## src/rtl/dma_hs_pkg.sv

```systemverilog
package dma_hs_pkg;

  localparam int unsigned CHANNELS   = 2;
  localparam int unsigned ADDR_W     = 32;
  localparam int unsigned DATA_W     = 32;
  localparam int unsigned MSEL_W     = 4;
  localparam int unsigned WAIT_W     = 3;
  localparam int unsigned FIFO_DEPTH = 16;
  localparam int unsigned CHAN_W     = 1;

  // mode encodings of the per-channel mode input
  typedef enum logic [1:0] {
    MODE_OFF      = 2'h0,
    MODE_HANDSHK  = 2'h1,
    MODE_EXT_HS   = 2'h2,
    MODE_PACED    = 2'h3
  } mode_t;

  typedef enum logic [2:0] {
    ST_IDLE   = 3'h0,
    ST_SETUP  = 3'h1,
    ST_WAIT   = 3'h2,
    ST_HOLD   = 3'h3,
    ST_END    = 3'h4,
    ST_GAP    = 3'h5
  } state_t;

  // one word crossing the fifo: channel, direction and data
  typedef struct packed {
    logic [CHAN_W-1:0] chan;
    logic              write;
    logic [DATA_W-1:0] data;
  } xfer_t;

  // external memory bus, driven as bus master
  typedef struct packed {
    logic [ADDR_W-1:0] addr;
    logic              rd_n;
    logic              wr_n;
    logic              sync_write_select_n;
    logic              page;
    logic [MSEL_W-1:0] memory_select_n;
  } bus_t;

  localparam logic [CHAN_W-1:0] CHAN_RESET  = 1'h0;
  localparam logic [WAIT_W-1:0] WAIT_RESET  = 3'h0;
  localparam logic [1:0]        GAP_CYCLES  = 2'h1;

endpackage

```

## src/rtl/word_fifo.sv

```systemverilog
`timescale 1ns/10ps
module word_fifo #(
  parameter int unsigned WIDTH = 8,
  parameter int unsigned DEPTH = 16
) (
  input  wire logic             clk,      // system clock
  input  wire logic             rst_b,    // async reset, active low
  input  wire logic             ce,       // clock enable
  input  wire logic             in_valid, // write request
  output logic                  in_ready, // space available
  input  wire logic [WIDTH-1:0] in_data,  // write data
  output logic                  out_valid,// data available
  input  wire logic             out_ready,// read accept
  output logic [WIDTH-1:0]      out_data  // head word
);

  localparam int unsigned AW = $clog2(DEPTH);

  logic [WIDTH-1:0] mem_reg [DEPTH];
  logic [AW-1:0]    wr_ptr_reg;
  logic [AW-1:0]    rd_ptr_reg;
  logic [AW:0]      count_reg;
  logic             push;
  logic             pop;

  assign in_ready  = (count_reg != DEPTH[AW:0]);
  assign out_valid = (count_reg != '0);
  assign push      = in_valid && in_ready;
  assign pop       = out_valid && out_ready;
  assign out_data  = mem_reg[rd_ptr_reg];

  always_ff @(posedge clk)
  begin
    if (ce && push)
    begin
      mem_reg[wr_ptr_reg] <= in_data;
    end
  end

  always_ff @(posedge clk or negedge rst_b)
  begin
    if (!rst_b)
    begin
      wr_ptr_reg <= '0;
      rd_ptr_reg <= '0;
      count_reg  <= '0;
    end
    else if (ce)
    begin
      if (push)
      begin
        wr_ptr_reg <= AW'(wr_ptr_reg + 1'b1);
      end
      if (pop)
      begin
        rd_ptr_reg <= AW'(rd_ptr_reg + 1'b1);
      end
      count_reg <= (AW+1)'(count_reg + {{AW{1'b0}}, push} - {{AW{1'b0}}, pop});
    end
  end

endmodule

```

## src/rtl/dma_handshake_port.sv

```systemverilog
// Behaviour
// - handshake mode: grant strobe alone latches or enables external data
// - external handshake: address, strobes, page, selects, ack and grant together
// - paced master: address, strobes, page, selects, ack only; grant never asserted
// - paced master transfers run as ordinary bus-master read or write cycles
// - requests sampled on input clock; late edges recognised one cycle later
// - request held low during a write holds off its completion
// - request held low on a read extends data-valid window per cycle
// - grant low phase lengthened by one clock per programmed wait state
// - hold or idle cycle adds one clock after grant rises
// - external handshake read: read strobe low no later than grant, rises one clock before grant
// - external handshake write: write strobe rises before grant, address held
`timescale 1ns/10ps
module dma_handshake_port (
  input  wire logic                                    clk,          // input clock, 10 MHz
  input  wire logic                                    rst_b,        // async reset, active low
  input  wire logic                                    ce,           // clock enable
  input  wire logic [dma_hs_pkg::CHANNELS-1:0]         dma_request_n,// request pins, async
  output logic      [dma_hs_pkg::CHANNELS-1:0]         dma_grant_n,  // grant strobes
  input  wire dma_hs_pkg::mode_t [dma_hs_pkg::CHANNELS-1:0] chan_mode,// per-channel mode
  input  wire logic [dma_hs_pkg::CHANNELS-1:0]         chan_write,   // 1 = memory write
  input  wire logic [dma_hs_pkg::ADDR_W-1:0]           chan_addr,    // target address
  input  wire logic [dma_hs_pkg::MSEL_W-1:0]           chan_msel_n,  // memory selects to use
  input  wire logic                                    chan_sync,    // synchronous cycle
  input  wire logic [dma_hs_pkg::WAIT_W-1:0]           wait_states,  // programmed waits
  input  wire logic                                    hold_idle_en, // hold or idle cycle
  input  wire logic                                    ack_in,       // slave acknowledge
  input  wire logic [dma_hs_pkg::DATA_W-1:0]           data_in,      // read data bus
  output dma_hs_pkg::bus_t                             bus_out,      // master bus outputs
  output logic      [dma_hs_pkg::DATA_W-1:0]           data_out,     // write data bus
  output logic                                         data_oe,      // write data enable
  output logic                                         rd_valid,     // fifo word available
  input  wire logic                                    rd_ready,     // user accepts word
  output dma_hs_pkg::xfer_t                            rd_word,      // captured read word
  input  wire logic                                    wr_valid,     // user write word valid
  output logic                                         wr_ready,     // write word taken
  input  wire logic [dma_hs_pkg::DATA_W-1:0]           wr_data       // user write data
);

  localparam int unsigned N = dma_hs_pkg::CHANNELS;

  logic [N-1:0] req_meta_reg;
  logic [N-1:0] req_sync_reg;
  dma_hs_pkg::state_t state_reg;
  logic [dma_hs_pkg::CHAN_W-1:0] chan_reg;
  logic [dma_hs_pkg::WAIT_W-1:0] wait_cnt_reg;
  logic                          write_reg;
  logic                          grant_mode_reg;
  logic                          fifo_in_ready;
  logic                          cap_valid;
  dma_hs_pkg::xfer_t             cap_word;
  logic                          pick_ok;
  logic [dma_hs_pkg::CHAN_W-1:0] pick_chan;

  // lowest numbered live request wins
  function automatic logic [dma_hs_pkg::CHAN_W-1:0] first_req(input logic [N-1:0] r);
    logic [dma_hs_pkg::CHAN_W-1:0] c;
    c = dma_hs_pkg::CHAN_RESET;
    for (int i = N - 1; i >= 0; i--)
    begin
      if (r[i])
      begin
        c = dma_hs_pkg::CHAN_W'(i);
      end
    end
    return c;
  endfunction

  function automatic logic mode_on(input dma_hs_pkg::mode_t m);
    return m != dma_hs_pkg::MODE_OFF;
  endfunction

  logic [N-1:0] live_req;
  always_comb
  begin
    for (int i = 0; i < N; i++)
    begin
      live_req[i] = !req_sync_reg[i] && mode_on(chan_mode[i]);
    end
  end

  // a write only starts when a data word is on hand; a read needs fifo room
  assign pick_chan = first_req(live_req);
  assign pick_ok   = (live_req != '0) &&
                     (chan_write[pick_chan] ? wr_valid : fifo_in_ready);

  // two flops: the pin is asynchronous, so late edges land a cycle later
  always_ff @(posedge clk or negedge rst_b)
  begin
    if (!rst_b)
    begin
      req_meta_reg <= '1;
      req_sync_reg <= '1;
    end
    else if (ce)
    begin
      req_meta_reg <= dma_request_n;
      req_sync_reg <= req_meta_reg;
    end
  end

  logic held_low;
  assign held_low = !req_sync_reg[chan_reg];

  always_ff @(posedge clk or negedge rst_b)
  begin
    if (!rst_b)
    begin
      state_reg      <= dma_hs_pkg::ST_IDLE;
      chan_reg       <= dma_hs_pkg::CHAN_RESET;
      wait_cnt_reg   <= dma_hs_pkg::WAIT_RESET;
      write_reg      <= 1'b0;
      grant_mode_reg <= 1'b0;
    end
    else if (ce)
    begin
      unique case (state_reg)
        dma_hs_pkg::ST_IDLE:
        begin
          if (pick_ok)
          begin
            chan_reg       <= pick_chan;
            write_reg      <= chan_write[pick_chan];
            grant_mode_reg <= chan_mode[pick_chan] != dma_hs_pkg::MODE_PACED;
            wait_cnt_reg   <= wait_states;
            state_reg      <= dma_hs_pkg::ST_SETUP;
          end
        end
        dma_hs_pkg::ST_SETUP:
        begin
          state_reg <= dma_hs_pkg::ST_WAIT;
        end
        dma_hs_pkg::ST_WAIT:
        begin
          if (wait_cnt_reg != '0)
          begin
            wait_cnt_reg <= wait_cnt_reg - 1'b1;
          end
          else if (ack_in)
          begin
            state_reg <= dma_hs_pkg::ST_HOLD;
          end
        end
        dma_hs_pkg::ST_HOLD:
        begin
          // request still low stretches the access one clock at a time
          if (!(grant_mode_reg && held_low))
          begin
            state_reg <= dma_hs_pkg::ST_END;
          end
        end
        dma_hs_pkg::ST_END:
        begin
          state_reg <= hold_idle_en ? dma_hs_pkg::ST_GAP : dma_hs_pkg::ST_IDLE;
        end
        dma_hs_pkg::ST_GAP:
        begin
          state_reg <= dma_hs_pkg::ST_IDLE;
        end
        default:
        begin
          state_reg <= dma_hs_pkg::ST_IDLE;
        end
      endcase
    end
  end

  logic active;
  logic strobe_on;
  assign active    = (state_reg == dma_hs_pkg::ST_SETUP) || (state_reg == dma_hs_pkg::ST_WAIT) ||
                     (state_reg == dma_hs_pkg::ST_HOLD)  || (state_reg == dma_hs_pkg::ST_END);
  // strobes cover setup..hold; the END cycle has grant low but rd/wr already high
  assign strobe_on = active && (state_reg != dma_hs_pkg::ST_END);

  logic ext_mode;
  assign ext_mode = chan_mode[chan_reg] != dma_hs_pkg::MODE_HANDSHK;

  always_ff @(posedge clk or negedge rst_b)
  begin
    if (!rst_b)
    begin
      dma_grant_n <= '1;
      bus_out     <= '{addr: '0, rd_n: 1'b1, wr_n: 1'b1, sync_write_select_n: 1'b1,
                       page: 1'b0, memory_select_n: '1};
      data_out    <= '0;
      data_oe     <= 1'b0;
    end
    else if (ce)
    begin
      for (int i = 0; i < N; i++)
      begin
        dma_grant_n[i] <= !(pick_ok && state_reg == dma_hs_pkg::ST_IDLE &&
                            pick_chan == dma_hs_pkg::CHAN_W'(i) &&
                            chan_mode[i] != dma_hs_pkg::MODE_PACED) &&
                          !(grant_mode_reg && chan_reg == dma_hs_pkg::CHAN_W'(i) &&
                            (state_reg == dma_hs_pkg::ST_SETUP ||
                             state_reg == dma_hs_pkg::ST_WAIT ||
                             (state_reg == dma_hs_pkg::ST_HOLD)));
      end
      if (state_reg == dma_hs_pkg::ST_IDLE && pick_ok &&
          chan_mode[pick_chan] != dma_hs_pkg::MODE_HANDSHK)
      begin
        bus_out.addr            <= chan_addr;
        bus_out.memory_select_n <= chan_msel_n;
        bus_out.page            <= 1'b0;
        bus_out.sync_write_select_n <= !(chan_sync && chan_write[pick_chan]);
        bus_out.rd_n            <= chan_write[pick_chan];
        bus_out.wr_n            <= !chan_write[pick_chan];
      end
      else if (state_reg == dma_hs_pkg::ST_HOLD && !(grant_mode_reg && held_low))
      begin
        bus_out.rd_n <= 1'b1;
        bus_out.wr_n <= 1'b1;
        bus_out.sync_write_select_n <= 1'b1;
      end
      else if (state_reg == dma_hs_pkg::ST_END)
      begin
        bus_out.memory_select_n <= '1;
      end
      if (state_reg == dma_hs_pkg::ST_IDLE && pick_ok && chan_write[pick_chan])
      begin
        data_out <= wr_data;
        data_oe  <= 1'b1;
      end
      else if (state_reg == dma_hs_pkg::ST_END)
      begin
        data_oe <= 1'b0;
      end
    end
  end

  assign wr_ready  = ce && state_reg == dma_hs_pkg::ST_IDLE && pick_ok && chan_write[pick_chan];
  assign cap_valid = ce && state_reg == dma_hs_pkg::ST_HOLD && !write_reg &&
                     !(grant_mode_reg && held_low);
  assign cap_word  = '{chan: chan_reg, write: 1'b0, data: data_in};

  word_fifo #(
    .WIDTH ($bits(dma_hs_pkg::xfer_t)),
    .DEPTH (dma_hs_pkg::FIFO_DEPTH)
  ) u_fifo (
    .clk       (clk),
    .rst_b     (rst_b),
    .ce        (ce),
    .in_valid  (cap_valid),
    .in_ready  (fifo_in_ready),
    .in_data   (cap_word),
    .out_valid (rd_valid),
    .out_ready (rd_ready),
    .out_data  (rd_word)
  );

  // paced transfers never touch a grant line
  chk_paced_no_grant: assert property (@(posedge clk) disable iff (!rst_b)
    (active && !grant_mode_reg) |-> (dma_grant_n == '1))
    else $error("grant asserted in paced master transfer");

  chk_grant_idle: assert property (@(posedge clk) disable iff (!rst_b)
    (state_reg == dma_hs_pkg::ST_IDLE || state_reg == dma_hs_pkg::ST_GAP) |-> (dma_grant_n == '1))
    else $error("grant low outside a transfer");

  chk_wait_len: assert property (@(posedge clk) disable iff (!rst_b)
    (ce && state_reg == dma_hs_pkg::ST_WAIT && grant_mode_reg) |=> !dma_grant_n[chan_reg])
    else $error("grant released during wait phase");

  chk_hold_write: assert property (@(posedge clk) disable iff (!rst_b)
    (ce && state_reg == dma_hs_pkg::ST_HOLD && grant_mode_reg && held_low)
    |=> (state_reg == dma_hs_pkg::ST_HOLD))
    else $error("access completed while request held low");

  chk_gap_cycle: assert property (@(posedge clk) disable iff (!rst_b)
    (ce && state_reg == dma_hs_pkg::ST_END && hold_idle_en) |=> (state_reg == dma_hs_pkg::ST_GAP))
    else $error("missing hold or idle cycle");

  chk_no_gap: assert property (@(posedge clk) disable iff (!rst_b)
    (ce && state_reg == dma_hs_pkg::ST_END && !hold_idle_en) |=> (state_reg == dma_hs_pkg::ST_IDLE))
    else $error("unexpected idle cycle");

  chk_wr_before_grant: assert property (@(posedge clk) disable iff (!rst_b)
    (active && !strobe_on) |-> bus_out.wr_n && bus_out.rd_n)
    else $error("strobe still low at grant release");

  chk_rd_with_grant: assert property (@(posedge clk) disable iff (!rst_b)
    (state_reg == dma_hs_pkg::ST_WAIT && grant_mode_reg && ext_mode && !write_reg)
    |-> !bus_out.rd_n)
    else $error("read strobe not low with grant");

endmodule

```

## config.mk

```make
export PLATFORM = sky130hd
export DESIGN_NAME = dma_handshake_port
export DESIGN_NICKNAME = d
export VERILOG_FILES = /design/src/rtl/dma_hs_pkg.sv /design/src/rtl/word_fifo.sv /design/src/rtl/dma_handshake_port.sv
export SDC_FILE = /design/constraint.sdc
export NUM_CORES = 1
export LEC_CHECK = 0
export BUFFER_PORTS_ARGS = -buffer_cell sky130_fd_sc_hd__clkbuf_2
export CORE_UTILIZATION = 35
export CTS_BUF_LIST = sky130_fd_sc_hd__clkbuf_16
export DETAILED_ROUTE_END_ITERATION = 7
export HOLD_SLACK_MARGIN = 0.12
export PLACE_DENSITY_LB_ADDON = 0.12
export SETUP_SLACK_MARGIN = 0.5
export SLEW_MARGIN = 20
export SYNTH_ARGS = -nofsm -noshare
export SYNTH_HDL_FRONTEND = slang
export SYNTH_HIERARCHICAL = 1
export SYNTH_SLANG_ARGS = --single-unit
```

## constraint.sdc

```tcl
create_clock -name clk -period 9.9 [get_ports clk]
set_input_delay 0.99 -clock clk [delete_from_list [all_inputs] [get_ports clk]]
set_output_delay 0.99 -clock clk [all_outputs]
set_load 0.005 [all_outputs]
```

# Word level (Yosys, flattened, before mapping)
# Memory sizes are Yosys's and may differ from the RTL's.
# Index checks and enable logic that the tools add are counted.
# word_totals
register_bits	100
ram_bits	528
inputBits	119
output_inout_bits	111
word_cells	131
mem_count	1
# memory_table
name	words	width	read_ports	rd_clocked_by_memory_dff	write_ports	line_no	rtl
u_fifo.mem_reg	16	33	1	0	1	word_fifo.sv:19	logic [WIDTH-1:0] mem_reg [DEPTH];
# op_classes
addsub	5
magnitude_cmp	2
eq_ne	15
muxes	27
n_bitwise	2
n_reduce_logical	61
# ops
op	n
logical AND 1 bit	28
two-way mux 3 bit	9
inequality test 2 bit, second input constant	9
case mux 3 bit (5 select lines)	1
nonzero test 2 bit	7
two-way mux 4 bit	3
AND reduction 2 bit	6
logical NOT 1 bit	11
two-way mux 1 bit	11
adder 4 x 1 -> 4 bit, second input constant	2
== test 3 x 2 -> 1 bit, second input constant	2
case mux 3 bit (2 select lines)	1
AND reduction 3 bit	2
adder 5 x 1 -> 5 bit	1
inequality test 5 bit, second input constant	1
AND reduction 5 bit	1
nonzero test 5 bit	1
subtractor 5 x 1 -> 5 bit	1
< comparator 1 x 2 -> 1 bit, second input constant	2
two-way mux 2 bit	2
AND reduction 4 bit	1
== test 3 x 1 -> 1 bit, second input constant	1
== test 3 bit, second input constant	1
logical NOT 3 bit	1
5 further kinds	7

# Longest topological paths before layout
# Gate-level depths: netlist (run 1).
# logic_depth
word_depth	13
ltp_mapped	14
mapped_depth_nobuf	14

# Hierarchy
# Netlist (run 1), hierarchy kept.
# modules_own_cells
module	instances	cells_each	area_per_inst_um2	seq_area_each_um2
word_fifo	1	933	21211.6	16661.0
dma_handshake_port	1	270	3736.1	2193.4

# Least setup slack after synthesis (run 1)
# No wires, ideal clock.
# synth_timing
kind	in2reg
start	input ce
end	memory u_fifo/mem_reg[3][0] in the netlist's numbering (enable)
setup_ns	0.467
arrival_ns	4.145
setup_slack_ns	5.288
path_stages	6
n_path_buf	1
cell_sequence	nand4b_1 > nor2_1 > and3_1 > clkbuf_1 > nand2_1 > nor3_1
# synth_between
elab_chain_len	7
# synth_rtl
item	line_no	rtl
start, declared	dma_handshake_port.sv:17	input wire logic ce,
logical AND 1 bit (3 in series)	dma_handshake_port.sv:233	assign cap_valid = ce && state_reg == dma_hs_pkg::ST_HOLD && !write_reg &&
net cap_valid	dma_handshake_port.sv:50	logic cap_valid;
logical AND 1 bit	word_fifo.sv:28	assign push = in_valid && in_ready;
logical AND 1 bit	word_fifo.sv:34	if (ce && push)
two-way mux 1 bit	word_fifo.sv:34	
two-way mux 1 bit (implied by the code)	word_fifo.sv:36	mem_reg[wr_ptr_reg] <= in_data;
end, declared	word_fifo.sv:19	
# The timed path passes the listed nets, and every way through them passes these cells.

==> run summary, run 1 <==
Route
* 12510 — Vias
* 4 — first drt pass iteration count
* 23.22 µm — Wirelength per Cell
* 57790 µm — final routed wirelength across all metal layers
* 5.027 — Vias/cell
* 0 — drt drc
* 0 — DRT antenna net count
* 733 — violation count after the first detailed-routing iteration

Power
* 2.352 mW — Sw Pwr
* 42.8% — register share of total power
* 8.027 mW — final total power
* 25.5% — combinational share of power
* 29.31% — Sw Share
* 10.39 nW — leakage power
* 0.2338 mV — worst vdd rail ir drop
* 270.8 nW/µm² — power density over the cells
* 5.675 mW — cell-internal power
* 31.7% — proportion of power drawn by the clock network

Hold path
* in -> async — class of the tightest hold or removal check

Layout
* 18.81% — post-synthesis to final-layout area growth
* 0 — Antenna diodes
* 1623 — final net count
* 36.02% — fraction of final layout cells sized beyond drive strength 1
* 2489 — final cell count without fillers
* 29640 µm² — post-route standard cell area excluding fillers
* 544 — Largest register FFs

Die
* 269.0 µm — DIE WIDTH
* 230 — number of placed I/O pins
* 97 — total number of placement rows
* 35.50% — starting utilization of the core area
* 72350 µm² — area enclosed by the die boundary
* 70270 µm² — core region area
* 269.0 µm — vertical die dimension

STA
* false — setup repair after global routing missed its margin
* 0 — count of pins over their slew limit
* 0 — total setup violations reported at the end of the flow
* 0.4081 ns — hold slack
* 25.96% — Relative slew margins
* 0 — Final Hold Viols
* 1.111 ns — Tightest Pin Transition
* 0 ns — setup TNS
* 47.17% — ratio of final minimum period to clock period
* 214.1 MHz — fmax
* 0.01966 ns — Layout Skew
* 4.670 ns — post-layout min period

Setup path
* flop — CP startpoint kind
* reg -> out — Worst Setup Path Type
* 100 — Max FO, Critical Path
* flip-flops — dominant delay contributor by cell family on the critical path
* 3.68 ns — data arrival time of the worst path
* primary output — Critical Path End Type
* sky130_fd_sc_hd__dfrtp_4 — cell with the largest stage delay on the worst path
* 8.91 ns — Req. time, crit path
* buf_12, mux4_2, a22oi_1, nand2_1, clkbuf_2 — Critical Path, Cell by Cell
* 2 — count of buffer and inverter cells on the critical path
* 0.98 ns — maximum cell stage delay along the critical path

Synth
* 75.58% — portion of the post-synthesis area used by sequential elements
* 15.53% — async set-or-reset flop fraction in the synthesized netlist
* 644 — #FFs+latches synth
* sky130_fd_sc_hd__edfxtp_1 — most frequent cell after synthesis
* sky130_fd_sc_hd__edfxtp_1 (544), sky130_fd_sc_hd__mux4_2 (136), sky130_fd_sc_hd__dfrtp_1 (87) — commonest cells in the netlist
* 63 — Cell variety after synth
* sky130_fd_sc_hd__edfxtp_1 — post-synth top area cell
* 544 — EDFF count, synth
* 1203 — count of mapped cells out of synthesis
* 65.48% — post-synth top area share
* sky130_fd_sc_hd__edfxtp_1 (65%), sky130_fd_sc_hd__mux4_2 (12%), sky130_fd_sc_hd__dfrtp_1 (8.7%) — synth top area cells
* sky130_fd_sc_hd__edfxtp_1 — leading register cell type out of synthesis
* 24950 µm² — Mapped Area
* 20.74 µm² — mean instance size in the synthesized netlist
* 6 — number of warnings reported in the yosys synthesis log

Place
* 27370 µm² — cell area after placement
* 2355 — number of instances in the placed design
* 33350 µm — HPWL after detailed placement
* 228 — count of port buffers added during placement
* 0.7492 — final weighted congestion of routability-driven global placement

Global route
* 1 — initial antenna violation count
* 13420 — via count of the first global-routing pass
* 86010 µm — first-pass GRT wire length
* 0 — leftover overflow at the end of global routing
* 101 — pin count of the biggest net entering global routing
* 16.31% — global router's overall resource usage

Outcome
* finished clean — run status

Clock tree
* 0 — post-CTS setup repair buffer count
* sky130_fd_sc_hd__clkbuf_16 — master cell of the clock root buffer
* 73 — total CTS buffers
* 0.06 ns — register clock-pin slew on the reported worst setup and hold paths
* 0 — cts-stage hold buffer count
* 0.60 ns — Worst-Skew Late Latency
* 3 — H-tree lvl count
* 0 — number of gates resized after CTS
* 3 — number of buffers between clock root and the deepest sink
* 644 — clock sinks
* done — CTS tree

Job
* 0 — max_cap viols

-- final timing paths --
| check | from | endpoint | slack [ns] | depth (start not counted) |
|---|---|---|---|---|
| worst min register to register | wait_cnt_reg[1] | wait_cnt_reg[1] | 0.47 | 1 |
| worst min-delay path | rst_b | data_out[3] | 0.41 | 1 |
| worst max register to register | chan_reg | u_fifo/count_reg[4] | 6.14 | 14 |
| worst max-delay path | u_fifo/rd_ptr_reg[0] | rd_word[0] | 5.23 | 5 |
| min in group clk | wait_cnt_reg[1] | wait_cnt_reg[1] | 0.47 | 1 |
| max in group asynchronous | rst_b | bus_out[30] | 8.35 | 2 |
-- routing by layer --
metal	up-vias	global-route usage, %	wire length [µm]
li1	5495	-	-
met1	6633	23.23	26630
met2	312	25.25	26820
met3	70	3.598	3401
met4	2	4.377	921
met5	-	0	13
-- per-stage QoR --
step / setup slack [ns] / utilization [%]
3_5_place_dp: 5.724 / 38.94
5_1_grt: 4.887 / 42.18
2_1_floorplan: 5.288 / -
4_1_cts: 5.073 / 42.18
6_report: 5.230 / 42.18
3_3_place_gp: 5.732 / 38.94
-- power by group through the flow --
| stage | clock network (mW) | registers [mW] | logic [mW] |
|---|---|---|---|
| after floorplan | 0 | 3.34 | 1.42 |
| after global routing | 2.73 | 3.48 | 2.26 |
| after detailed placement | 0 | 3.49 | 2.11 |
| after CTS | 2.63 | 3.44 | 2.11 |
| final | 2.54 | 3.43 | 2.05 |
| after global placement | 0 | 3.49 | 2.10 |
-- worst reg2reg max path, stage by stage (launching register included) --
cell and delay [ns]:
sky130_fd_sc_hd__dfrtp_1 0.75, sky130_fd_sc_hd__mux2i_1 0.16, sky130_fd_sc_hd__a21boi_0 0.31, sky130_fd_sc_hd__nand4b_1 0.26
sky130_fd_sc_hd__nor2_1 0.19, sky130_fd_sc_hd__nand2_1 0.09, sky130_fd_sc_hd__ha_1 0.30, sky130_fd_sc_hd__inv_1 0.07
sky130_fd_sc_hd__ha_1 0.17, sky130_fd_sc_hd__inv_1 0.06, sky130_fd_sc_hd__fa_1 0.41, sky130_fd_sc_hd__nand2b_1 0.18
sky130_fd_sc_hd__a21oi_1 0.30, sky130_fd_sc_hd__mux2i_1 0.13, sky130_fd_sc_hd__o311ai_0 0.30
-- final cells by class --
| class | instances | area, µm² |
|---|---|---|
| Tap cell | 940 | 1176 |
| Clock inverter | 59 | 396.6 |
| Clock buffer | 75 | 1877 |
| Timing Repair Buffer | 257 | 1374 |
| Multi-Input combinational cell | 495 | 5883 |
| Fill cell | 6220 | 40630 |
| Sequential cell | 644 | 18860 |
| Inverter | 19 | 71.32 |
-- logic make-up after synthesis --
family / count (synthesis) / synth area share, %
AND/OR/NAND/NOR: 128 / 2.613
adder cells (fa/ha/maj): 14 / 0.7323
other: 1 / 0.01503
multiplexers: 215 / 15.81
flip-flops: 644 / 75.58
XOR/XNOR: 7 / 0.2458
AO/OA/AOI/OAI: 114 / 3.355
buffers and inverters: 80 / 1.650
-- cell usage in the layout, fill, tap and decap left out, types with 8 or more instances in the layout --
cell type,n
sky130_fd_sc_hd__inv_1,38
sky130_fd_sc_hd__buf_4,29
sky130_fd_sc_hd__nor2_4,13
sky130_fd_sc_hd__mux2_2,32
sky130_fd_sc_hd__clkbuf_16,75
sky130_fd_sc_hd__nand2_1,53
sky130_fd_sc_hd__clkinv_1,23
sky130_fd_sc_hd__o21ai_0,8
sky130_fd_sc_hd__conb_1,17
sky130_fd_sc_hd__dfstp_2,13
sky130_fd_sc_hd__clkbuf_2,227
sky130_fd_sc_hd__mux4_2,136
sky130_fd_sc_hd__nor2_1,12
sky130_fd_sc_hd__edfxtp_1,544
sky130_fd_sc_hd__dfrtp_1,85
sky130_fd_sc_hd__ha_1,13
sky130_fd_sc_hd__a22oi_1,68
sky130_fd_sc_hd__mux2_1,41
No activity file was read; power rests on OpenSTA's default activity.
==> run 2, diff against run 1 <==
==> constraint.sdc (replaced) <==
create_clock -name clk -period 4.3 [get_ports clk]
set_input_delay 0.43 -clock clk [delete_from_list [all_inputs] [get_ports clk]]
set_output_delay 0.43 -clock clk [all_outputs]
set_load 0.005 [all_outputs]
==> run 2 against run 1 <==
Register-to-register slack got worse by 5.2 ns. Largest power group unchanged. Cell count is 3.2% higher. First-iteration DRC count up 2.6%. Critical endpoint is now rd_word[10]. Sequential share of layout area decreased by 1.8 points. Utilization up 1.3 points. Non-clock buffer count up 86. Highest routed layer unchanged. Power grew 130%.
==> run summary, run 2 (same netlist as run 1, synthesis figures left out) <==
Layout
* 1706 — final net count
* sky130_fd_sc_hd__edfxtp_1 — most common cell after layout, fill and taps aside
* 544 — Largest register FFs
* 0 — Antenna diodes
* 22.36% — post-synthesis to final-layout area growth
* sky130_fd_sc_hd__edfxtp_1 (544), sky130_fd_sc_hd__clkbuf_2 (227), sky130_fd_sc_hd__mux4_2 (136) — most frequent cells in the layout
* 35.32% — fraction of final layout cells sized beyond drive strength 1

Global route
* 79 — pin count of the biggest net entering global routing
* 0 — leftover overflow at the end of global routing
* 13610 — via count of the first global-routing pass
* 2 — initial antenna violation count
* 16.35% — global router's overall resource usage
* 86840 µm — first-pass GRT wire length

Place
* 0.7424 — final weighted congestion of routability-driven global placement
* 34330 µm — HPWL after detailed placement
* 0.6142 ns — Setup WS pre-CTS
* 228 — count of port buffers added during placement

Power
* 27.0% — combinational share of power
* 29.37% — Sw Share
* 13.06 mW — cell-internal power
* 5.429 mW — Sw Pwr
* 10.73 nW — leakage power
* 42.4% — register share of total power
* 605.5 nW/µm² — power density over the cells
* 0.3074 mV — worst vdd rail ir drop
* 30.6% — proportion of power drawn by the clock network

Die
* 97 — total number of placement rows
* 230 — number of placed I/O pins
* 269.0 µm — DIE WIDTH
* 35.50% — starting utilization of the core area
* 72350 µm² — area enclosed by the die boundary
* 70270 µm² — core region area
* 269.0 µm — vertical die dimension

Setup path
* 25 — Max FO, Critical Path
* flop — CP startpoint kind
* primary output — Critical Path End Type
* reg -> out — Worst Setup Path Type
* sky130_fd_sc_hd__dfrtp_4 — cell with the largest stage delay on the worst path
* 0.79 ns — maximum cell stage delay along the critical path
* 2.99 ns — data arrival time of the worst path
* buf_4, mux4_2, a22oi_1, nand2_1, clkbuf_2 — Critical Path, Cell by Cell
* 3.87 ns — Req. time, crit path

Route
* 22.52 µm — Wirelength per Cell
* 752 — violation count after the first detailed-routing iteration
* 0 — drt drc
* 4.989 — Vias/cell
* 0 — DRT antenna net count
* 4 — first drt pass iteration count
* 57830 µm — final routed wirelength across all metal layers
* 12810 — Vias

STA
* 0.02620 ns — Layout Skew
* 1.079 ns — Tightest Pin Transition
* 0 — count of pins over their slew limit
* false — setup repair after global routing missed its margin
* 3.421 ns — post-layout min period
* 79.56% — ratio of final minimum period to clock period
* 0 ns — setup TNS
* 28.04% — Relative slew margins
* 0 — total setup violations reported at the end of the flow
* 0.8790 ns — worst path setup slack after routing
* 0 — Final Hold Viols
* 292.3 MHz — fmax

Clock tree
* 0.06 ns — register clock-pin slew on the reported worst setup and hold paths
* 3 — number of buffers between clock root and the deepest sink
* 0.60 ns — Worst-Skew Late Latency
* 644 — clock sinks
* 70 — total CTS buffers
* 3 — H-tree lvl count
* sky130_fd_sc_hd__clkbuf_16 — master cell of the clock root buffer
* done — CTS tree

Outcome
* finished clean — run status

Job
* 0 — max_cap viols

Hold path
* in -> reg — class of the tightest hold or removal check

==> run 2: cell count changes in the layout (fill, tap and decap cells not counted), sizes merged <==
| cell | delta |
|---|---|
| bufinv | -1 |
| dlygate4sd3 | +70 |
| buf | +16 |
| clkinv | -2 |
| inv | -3 |
| clkbuf | -2 |
| clkinvlp | +1 |
==> run 2: metrics by stage <==
| stage | cells | util [%] | hold slack (ns) | total power, mW | area [µm²] |
|---|---|---|---|---|---|
| 6_report | 2568 | 43.44 | 0.1628 | 18.48 | 30530 |
| 4_1_cts | 2566 | 43.41 | 0.1246 | 18.83 | 30500 |
| 2_1_floorplan | 1219 | - | 0.1344 | 10.97 | 25030 |
| 5_1_grt | 2568 | 43.44 | 0.1553 | 19.47 | 30530 |
| 3_5_place_dp | 2369 | 39.32 | 0.4676 | 13.03 | 27630 |
| 3_3_place_gp | 2369 | 39.32 | 0.4673 | 13.00 | 27630 |
==> run 2: per-layer routing <==
layer | vias up | GRT usage, % | routed length, µm
met5 | - | 0 | 25
met4 | 4 | 4.899 | 1034
met3 | 76 | 3.689 | 3113
met2 | 315 | 25.87 | 27580
met1 | 6757 | 22.54 | 26070
li1 | 5660 | - | -
==> run 2: area by class of cell <==
cell class	count	area, µm²
Clock buffer	73	1827
Fill cell	6172	39740
Inverter	19	71.32
Sequential cell	644	18870
Multi-Input combinational cell	495	5908
Tap cell	940	1176
Clock inverter	54	342.8
Timing Repair Buffer	343	2336
==> run 2: power by group through the flow <==
stage | registers, mW | clock network (mW) | logic (mW)
after floorplan | 7.70 | 0 | 3.27
after global placement | 7.95 | 0 | 5.06
after detailed placement | 7.96 | 0 | 5.07
after CTS | 7.85 | 5.85 | 5.13
after global routing | 7.92 | 6.07 | 5.48
final | 7.83 | 5.65 | 5.00
==> run 2: what timing repair did <==
action | in CTS | in global routing
hold endpoints to repair | 143 | 0
hold buffers | 70 | 0
endpoints found under the setup margin | 0 | 1
buffers inserted | 0 | 2
gates resized for setup | 0 | 2
==> run 2: path summary, 6_finish.rpt <==
path                            depth (start not counted)  slack (ns)            startpoint                  end
worst max-delay path                                    5        0.88  u_fifo/rd_ptr_reg[0]          rd_word[10]
worst min-delay path                                    3        0.16        chan_msel_n[0]           bus_out[0]
worst max register to register                         14        0.92              chan_reg  u_fifo/count_reg[4]
worst min register to register                          1        0.47       wait_cnt_reg[1]      wait_cnt_reg[1]
max in group asynchronous                               3        3.01                 rst_b           bus_out[3]
min in group asynchronous                               2        0.42                 rst_b          data_out[2]
==> run 2: worst max-delay path: cells and delay by family, from the launching register on <==
kind	cells	cell delay, ns
buffers and inverters	2	0.58
AOI/OAI and AO/OA	1	0.34
and+or+nand+nor	1	0.10
muxes	1	0.55
DFF	1	0.79
